### src/user_port_defines.svh
`ifndef USER_PORT_DEFINES_SVH
`define USER_PORT_DEFINES_SVH

`define AUX_DATA_ADDR 16'hDD00
`define USER_DATA_ADDR 16'hDD01
`define AUX_DIR_ADDR 16'hDD02
`define USER_DIR_ADDR 16'hDD03
`define FLAG_STATUS_ADDR 16'hDD04
`define FLAG_ENABLE_ADDR 16'hDD05

`define FLAG_BIT 0
`define LEVEL_BIT 1
`define IRQ_BIT 7
`define ENABLE_BIT 0
`define AUX_STROBE_BIT 2

`define PORT_DATA_RESET 8'h00
`define PORT_DIR_RESET 8'h00
`define READ_IDLE_VALUE 8'h00

`endif

### src/user_port_pkg.sv
package user_port_pkg;

	typedef struct packed {
		logic [7:0] data;
		logic [7:0] dir;
	} lane_state_t;

	typedef enum logic [2:0] {
		SEL_NONE,
		SEL_AUX_DATA,
		SEL_USER_DATA,
		SEL_AUX_DIR,
		SEL_USER_DIR,
		SEL_FLAG_STATUS,
		SEL_FLAG_ENABLE
	} reg_sel_t;

	typedef struct packed {
		logic flag;
		logic flagEnable;
		logic lastEdge;
		logic coldStart;
		logic [7:0] readData;
	} ctrl_state_t;

endpackage : user_port_pkg

### src/port_lane.sv
`timescale 1ns/1ns
`include "user_port_defines.svh"
module port_lane
	import user_port_pkg::*;
(
	input wire logic sys_clk,
	input wire logic rst,
	input wire logic ce,
	input wire logic wrEn,
	input wire logic dataSel,
	input wire logic dirSel,
	input wire logic [7:0] wrData,
	input wire logic [7:0] pinIn,
	output logic [7:0] pinOut,
	output logic [7:0] pinOeN,
	output logic [7:0] portValue,
	output logic [7:0] dirValue
);

	lane_state_t st;
	lane_state_t next_st;

	always_comb begin
		next_st = st;
		if (wrEn && dataSel) begin
			next_st.data = wrData;
		end
		if (wrEn && dirSel) begin
			next_st.dir = wrData;
		end
	end

	always_ff @(posedge sys_clk) begin
		if (rst) begin
			st <= '{data: `PORT_DATA_RESET, dir: `PORT_DIR_RESET};
		end else if (ce) begin
			st <= next_st;
		end
	end

	assign pinOut = st.data;
	assign pinOeN = ~st.dir;
	// output readback
	// outputs read the latch, not the pin, so a loaded line still reads back
	assign portValue = (st.dir & st.data) | (~st.dir & pinIn);
	assign dirValue = st.dir;
endmodule : port_lane

### src/user_port_parallel_io.sv
`timescale 1ns/1ns
`include "user_port_defines.svh"
module user_port_parallel_io
	import user_port_pkg::*;
(
	input wire logic sys_clk,
	input wire logic rst,
	input wire logic ce,
	input wire logic [15:0] cpuAddr,
	input wire logic cpuWr,
	input wire logic cpuRd,
	input wire logic [7:0] cpuWrData,
	output logic [7:0] cpuRdData,
	input wire logic [7:0] userPortIn,
	output logic [7:0] userPortOut,
	output logic [7:0] userPortOeN,
	input wire logic [7:0] auxPortIn,
	output logic [7:0] auxPortOut,
	output logic [7:0] auxPortOeN,
	input wire logic handshakeEdgeInput,
	output logic irqN,
	input wire logic resetPinIn,
	output logic resetPinOut,
	output logic resetPinOeN,
	output logic coldStartReq
);

	ctrl_state_t st;
	ctrl_state_t next_st;
	reg_sel_t sel;
	logic [7:0] userValue;
	logic [7:0] userDir;
	logic [7:0] auxValue;
	logic [7:0] auxDir;
	logic fallEdge;
	logic flagClear;

	always_comb begin
		case (cpuAddr)
			`AUX_DATA_ADDR: begin
				sel = SEL_AUX_DATA;
			end
			`USER_DATA_ADDR: begin
				sel = SEL_USER_DATA;
			end
			`AUX_DIR_ADDR: begin
				sel = SEL_AUX_DIR;
			end
			`USER_DIR_ADDR: begin
				sel = SEL_USER_DIR;
			end
			`FLAG_STATUS_ADDR: begin
				sel = SEL_FLAG_STATUS;
			end
			`FLAG_ENABLE_ADDR: begin
				sel = SEL_FLAG_ENABLE;
			end
			default: begin
				sel = SEL_NONE;
			end
		endcase
	end

	port_lane userLane (
		.sys_clk(sys_clk),
		.rst(rst),
		.ce(ce),
		.wrEn(cpuWr),
		.dataSel(sel == SEL_USER_DATA),
		.dirSel(sel == SEL_USER_DIR),
		.wrData(cpuWrData),
		.pinIn(userPortIn),
		.pinOut(userPortOut),
		.pinOeN(userPortOeN),
		.portValue(userValue),
		.dirValue(userDir)
	);

	port_lane auxLane (
		.sys_clk(sys_clk),
		.rst(rst),
		.ce(ce),
		.wrEn(cpuWr),
		.dataSel(sel == SEL_AUX_DATA),
		.dirSel(sel == SEL_AUX_DIR),
		.wrData(cpuWrData),
		.pinIn(auxPortIn),
		.pinOut(auxPortOut),
		.pinOeN(auxPortOeN),
		.portValue(auxValue),
		.dirValue(auxDir)
	);

	assign fallEdge = st.lastEdge && !handshakeEdgeInput;
	// write one to bit zero of the status register clears the flag
	assign flagClear = cpuWr && (sel == SEL_FLAG_STATUS) && cpuWrData[`FLAG_BIT];

	always_comb begin
		next_st = st;
		next_st.lastEdge = handshakeEdgeInput;
		// set wins over clear
		// an edge in the clearing cycle must not vanish
		if (fallEdge) begin
			next_st.flag = 1'b1;
		end else if (flagClear) begin
			next_st.flag = 1'b0;
		end
		if (cpuWr && (sel == SEL_FLAG_ENABLE)) begin
			next_st.flagEnable = cpuWrData[`ENABLE_BIT];
		end
		next_st.coldStart = !resetPinIn;
		next_st.readData = `READ_IDLE_VALUE;
		if (cpuRd) begin
			case (sel)
				SEL_AUX_DATA: begin
					next_st.readData = auxValue;
				end
				SEL_USER_DATA: begin
					next_st.readData = userValue;
				end
				SEL_AUX_DIR: begin
					next_st.readData = auxDir;
				end
				SEL_USER_DIR: begin
					next_st.readData = userDir;
				end
				SEL_FLAG_STATUS: begin
					next_st.readData[`FLAG_BIT] = st.flag;
					next_st.readData[`LEVEL_BIT] = handshakeEdgeInput;
					next_st.readData[`IRQ_BIT] = st.flag && st.flagEnable;
				end
				SEL_FLAG_ENABLE: begin
					next_st.readData[`ENABLE_BIT] = st.flagEnable;
				end
				default: begin
					next_st.readData = `READ_IDLE_VALUE;
				end
			endcase
		end
	end

	always_ff @(posedge sys_clk) begin
		if (rst) begin
			st <= '{flag: 1'b0, flagEnable: 1'b0, lastEdge: 1'b1, coldStart: 1'b0,
				readData: `READ_IDLE_VALUE};
		end else if (ce) begin
			st <= next_st;
		end
	end

	assign cpuRdData = st.readData;
	assign irqN = !(st.flag && st.flagEnable);
	// reset driven outward
	// pin is open drain: only ever pulled low, during system reset
	assign resetPinOut = 1'b0;
	assign resetPinOeN = !rst;
	assign coldStartReq = st.coldStart;
endmodule : user_port_parallel_io

### config.mk
export PLATFORM = sky130hd
export DESIGN_NAME = user_port_parallel_io
export DESIGN_NICKNAME = d
export VERILOG_FILES = /design/src/user_port_pkg.sv /design/src/port_lane.sv /design/src/user_port_parallel_io.sv
export VERILOG_INCLUDE_DIRS = /design/src /design/src/src
export SDC_FILE = /design/constraint.sdc
export NUM_CORES = 1
export LEC_CHECK = 0
export BUFFER_PORTS_ARGS = -buffer_cell sky130_fd_sc_hd__buf_2
export CORE_MARGIN = 4
export CORE_UTILIZATION = 53
export DETAILED_ROUTE_END_ITERATION = 10
export PLACE_DENSITY = 0.83
export SLEW_MARGIN = 20
export SYNTH_ARGS = -nofsm -noshare
export SYNTH_HDL_FRONTEND = slang
export SYNTH_SLANG_ARGS = --single-unit
### constraint.sdc
create_clock -name sys_clk -period 3.1 [get_ports sys_clk]
set_input_delay 0.155 -clock sys_clk [delete_from_list [all_inputs] [get_ports sys_clk]]
set_output_delay 0.155 -clock sys_clk [all_outputs]
set_load 0.01 [all_outputs]
Yosys cells after proc, flatten, opt, wreduce, memory -nomap -nowiden
Index checks and enable logic that the tools add are counted.
Widths: inputs -> output; s select.
- flip-flop bits (word level): 44
- RAM bits: 0
- ROM bits: 0
- input port bits: 47
- memories: 0
- bits in latches: 0
- add/sub/neg operators: 0
- reduce and logical (&&, ||, !) cells: 20
- multiplexer cells: 8
- div/mod/pow operators: 0
- bitwise logic cells: 8
- order comparisons: 0
- shift operators: 0
- equality and inequality tests: 12
- multipliers: 0
- operators with widths (cell ; count):
    $eq 16x16->1 const B ; 6
    $and 8x8->8 ; 4
    $pmux 5 s4 ; 1
    $pmux 3 s6 ; 1
    $not 8->8 ; 2
    $or 8x8->8 ; 2
    $reduce_and 2->1 ; 6
    $pmux 1 s5 ; 2
    $eq 3x3->1 const B ; 3
    $logic_and 1x1->1 ; 9
    $mux 8 ; 1
    $eq 3x2->1 const B ; 2
    $pmux 1 s6 ; 1
    $logic_not 1->1 ; 4
    $eq 3x1->1 const B ; 1
    $mux 1 ; 2
    $reduce_bool 2->1 ; 1

Longest topological paths before layout
- depth in word-level cells: 7
- gate-level depth with buffers: 6
- gate-level depth less buffers: 4

By module
A second synthesis with hierarchy kept.
- cell total of the unflattened synthesis: 262
- area, all modules: 2487.4 um2
- by module, submodules not included (module ; seq. area each (um2) ; times used ; area each (um2) ; cells each):
    port_lane ; 320.3 ; 2 ; 799.5 ; 79
    user_port_parallel_io ; 240.2 ; 1 ; 888.4 ; 104

Least setup slack after synthesis
Ideal clock, no wire load.
- kind: input port to flip-flop
- from: input port cpuAddr[3]
- to: register st[10] (netlist name)
- stages: 5
- buffers on the path: 1
- arrival time: 1774 ps
- slack: 1255 ps
- cell sequence: or3_1 > buf_6 > or4_4 > or4_1 > a21oi_1
- word-level cells in the longest chain between the ends: 5
- elaborated cells between the ends (all ways): 10
- classes of those cells: eq/ne: 7; mux: 1; reduce/logical: 2
- RTL lines (what ; RTL line ; RTL):
    from (decl) ; user_port_parallel_io.sv:9 ; input wire logic [15:0] cpuAddr,
    $eq 16x16->1 ; user_port_parallel_io.sv:39 ; case (cpuAddr)
    $pmux 3 s6 * ; user_port_parallel_io.sv:39 ;
    $eq 3x3->1 * ; user_port_parallel_io.sv:108 ; if (cpuWr && (sel == SEL_FLAG_ENABLE)) begin
    $logic_and 1x1->1 * ; user_port_parallel_io.sv:108 ;
    $reduce_and 2->1 (no line) * ; -- ;
    to (signal assigned) ; user_port_parallel_io.sv:144 ; st <= '{flag: 1'b0, flagEnable: 1'b0, lastEdge: 1'b1, coldStart: 1'b0,
    to (signal assigned) ; user_port_parallel_io.sv:147 ; st <= next_st;
    to (decl) ; user_port_parallel_io.sv:28 ; ctrl_state_t st;
Every way passes the cells marked *; elsewhere a longest branch is shown, timed or not.
A chain may end at the register's enable or synchronous reset.

Final worst setup path
- from: input port rst
- to: output port resetPinOeN
- word-level cells in the longest chain between the ends: 1
- RTL lines (what ; RTL line ; RTL):
    from (decl) ; user_port_parallel_io.sv:7 ; input wire logic rst,
    $logic_not 1->1 ; user_port_parallel_io.sv:156 ; assign resetPinOeN = !rst;
    to (decl) ; user_port_parallel_io.sv:24 ; output logic resetPinOeN,
Every way passes these cells.

==> impl_metrics.env <==
export IMPL_outcome="complete, no violations"
export IMPL_syn_area_mm2=0.00241
export IMPL_synth_edff_count=0
export IMPL_ys_warn_count=0
export IMPL_core_area_mm2=0.00438
export IMPL_arrival_ns=1.73
export IMPL_ctsRootBufferMaster="clkbuf_8"
export IMPL_grt_pass1_wl_mm=11.1
export IMPL_routed_wl_mm=7.12
export IMPL_rr_worst_depth=4
export IMPL_die_h_um=75.4
export IMPL_synthArstFlopShare=0
export IMPL_min_period_ns=1.89
export IMPL_yosysUniqueCellTypes=40
export IMPL_drtAntennaViolNets=0
export IMPL_hold_depth=2
export IMPL_dp_slack_ns=1.00
export IMPL_fin_nets=425
export IMPL_critPathKind="input pin to output pin"
export IMPL_avgSynthCellArea_um2=7.84
export IMPL_finalWeightedCongestion=0.893
export IMPL_comb_power_share=0.095
export IMPL_grt_busiest_layer="met2"
export IMPL_grt_pass1_vias=2390
export IMPL_start_kind="input pin"
export IMPL_path_clk_slew_ns=0.08
export IMPL_fin_area_mm2=0.00289
export IMPL_cts_setup_buffers=0
export IMPL_dieArea_mm2=0.00568
export IMPL_finalNonFillerCells=431
export IMPL_initial_utilization=0.549
export IMPL_grtUsageTotal=0.253
export IMPL_grt_max_degree=33
export IMPL_antenna_found_initial=0
export IMPL_portBuffers=89
export IMPL_vias_per_cell=5.90
export IMPL_syn_num_nets=354
export IMPL_cts_sinks=44
export IMPL_cts_resized=0
export IMPL_synth_cells=307
export IMPL_hold_end="coldStartReq$_SDFFE_PP0P_"
export IMPL_min_delay_start="resetPinIn"
export IMPL_place_area_mm2=0.00279
export IMPL_worstReg2RegEnd="cpuRdData[0]$_SDFFE_PP0P_"
export IMPL_design_portCount=91
export IMPL_leakage_uw=0.00117
export IMPL_worst_path_max_fanout=28
export IMPL_required_ns=2.94
export IMPL_vias=2545
export IMPL_cts_buffers=5
export IMPL_num_antenna_cells=0
export IMPL_regArea_um2=881
export IMPL_fin_tns_setup_ns=0
export IMPL_cts_buffer_depth=2
export IMPL_worstMarginPinSlew_ns=0.818
export IMPL_hold_viol=0
export IMPL_hp_class="input pin to register"
export IMPL_p_sw_uw=269
export IMPL_finalCritPeriodShare=0.609
export IMPL_finalClockSkew_ns=0.00534
export IMPL_crit_path_end_kind="output pin"
export IMPL_htree_num_levels=2
export IMPL_finalWorstSetupSlack_ns=1.21
export IMPL_hpwlAfterDp_mm=5.31
export IMPL_synth_ff_type="dfxtp_1"
export IMPL_power_uw=1050
export IMPL_pwr_share_clk=0.365
export IMPL_area_delta_synth_final_pct=20.1
export IMPL_post_route_drc_count=0
export IMPL_powerDensity_mw_per_mm2=365
export IMPL_ir_drop_uv=255
export IMPL_fill_cells=373
export IMPL_maxCapViolations=0
export IMPL_layout_drive_gt1_share=0.280
export IMPL_rows=24
export IMPL_switching_share=0.255
export IMPL_first_pass_iters=4
export IMPL_ys_seq_area_frac=0.366
export IMPL_clk_latency_ns=0.30
export IMPL_cts_hold_repair_buffers=0
export IMPL_seq_power_share=0.540
export IMPL_fmax_mhz=530
export IMPL_post_place_cells=423
export IMPL_drtIter0Drc=181
export IMPL_wl_per_cell_um=16.5
export IMPL_relSlewSlack=0.450
export IMPL_r2r_start="auxLane.dirValue[0]$_SDFFE_PP0P_"
export IMPL_met1_usage=0.333
export IMPL_setup_viol=0
export IMPL_multiInputGateArea_mm2=0.00128
export IMPL_rsz0062_at_grt="false"
export IMPL_p_int_uw=785
export IMPL_grt_overflow_total=0
export IMPL_die_w_um=75.4
export IMPL_use_met2=0.415
export IMPL_ys_seq_elements=44
export IMPL_r2r_slack_ns=1.94
export IMPL_gr_usage_met3=0.0501
export IMPL_slew_violations=0
export IMPL_cts_tree="built"
==> critical path, cell delays in order <==
cell      delay [ns]
buf_2           0.44
clkinv_1        0.75
buf_2           0.38
==> worst max-delay path by stage <==
stage	start	endpoint	slack (ns)	cells after the start
floorplan	cpuAddr[3]	st[10]$_SDFFE_PP0P_	1.26	5
global placement	ce	auxLane.pinOut[3]$_SDFFE_PP0P_	1.03	6
detailed placement	ce	auxLane.pinOut[6]$_SDFFE_PP0P_	1.00	6
CTS	rst	resetPinOeN	1.26	3
global route	rst	resetPinOeN	1.14	3
finish	rst	resetPinOeN	1.21	3
==> cell type report <==
type / instances / area share
multi-input combinational: 210 / 0.445
tap: 52 / 0.0225
clock inverter: 2 / 0.00519
inverter: 25 / 0.0325
sequential: 44 / 0.305
clock buffer: 6 / 0.0286
timing repair buffer: 92 / 0.162
==> sequential cells by signal, summed over array words and instances (netlist names) <==
register	flops
auxLane.dirValue	8
auxLane.pinOut	8
st	3
cpuRdData	8
userLane.dirValue	8
userLane.pinOut	8
coldStartReq	1
==> stage by stage <==
| stage | utilization | hold WS, ns |
|---|---|---|
| 5_1_grt | 0.659 | 0.0363 |
| 4_1_cts | 0.659 | 0.0293 |
| 3_3_place_gp | 0.637 | 0.344 |
| 6_report | 0.659 | 0.0301 |
| 2_1_floorplan | - | 0.254 |
| 3_5_place_dp | 0.637 | 0.342 |
==> per-layer routing <==
layer,share of wire,routed length (µm),vias to the layer above
li1,-,-,1239
met1,0.42,3010,1181
met2,0.48,3400,109
met3,0.083,588,16
met4,0.018,125,0
met5,0,0,-
==> power by group through the flow <==
| stage | logic, µW | clock network [µW] | registers (µW) |
|---|---|---|---|
| floorplan | 53.6 | 0 | 583 |
| global placement | 97.1 | 0 | 582 |
| detailed placement | 98.6 | 0 | 583 |
| CTS | 98.9 | 385 | 569 |
| global route | 110 | 406 | 570 |
| finish | 100 | 385 | 569 |
==> placed cells by master (no fill, tap or decap), drive strengths merged, types with 3 or more instances in the layout <==
cell type	n
a21oi	24
a311oi	7
a31oi	7
and3	3
buf	92
clkbuf	6
dfxtp	44
inv	24
mux2i	19
nand2	30
nand2b	5
nand3	11
nand4	16
nand4b	3
nor2	16
nor2b	7
nor3	4
nor4	3
o21ai	30
o311ai	6
==> Yosys cell counts (all sizes together), types with 2 or more instances <==
master	instances	area, µm²
o311ai	6	52.6
nor2	16	60.1
a31oi	7	43.8
dfxtp	44	881
inv	24	90.1
a211oi	2	15.0
nand4	16	100
a32oi	2	17.5
or4	2	18.8
and3	3	18.8
a311oi	7	61.3
nor4	3	46.3
a21oi	24	120
nand4b	3	26.3
nand2	30	113
mux2i	19	190
nor2b	7	43.8
buf	16	103
nand3	11	55.1
o21ai	30	150
clkbuf	12	45.0
nor3	4	20.0
or3	2	12.5
nand2b	5	31.3
and4b	2	20.0
==> cell families after synthesis <==
kind of cell / after synthesis / share of synthesized area
simple gates: 108 / 0.249
compound gates: 82 / 0.204
buf+inv: 53 / 0.100
flops: 44 / 0.366
mux: 19 / 0.0790
other cells: 1 / 0.00156
(Power assumes the default switching activity.)
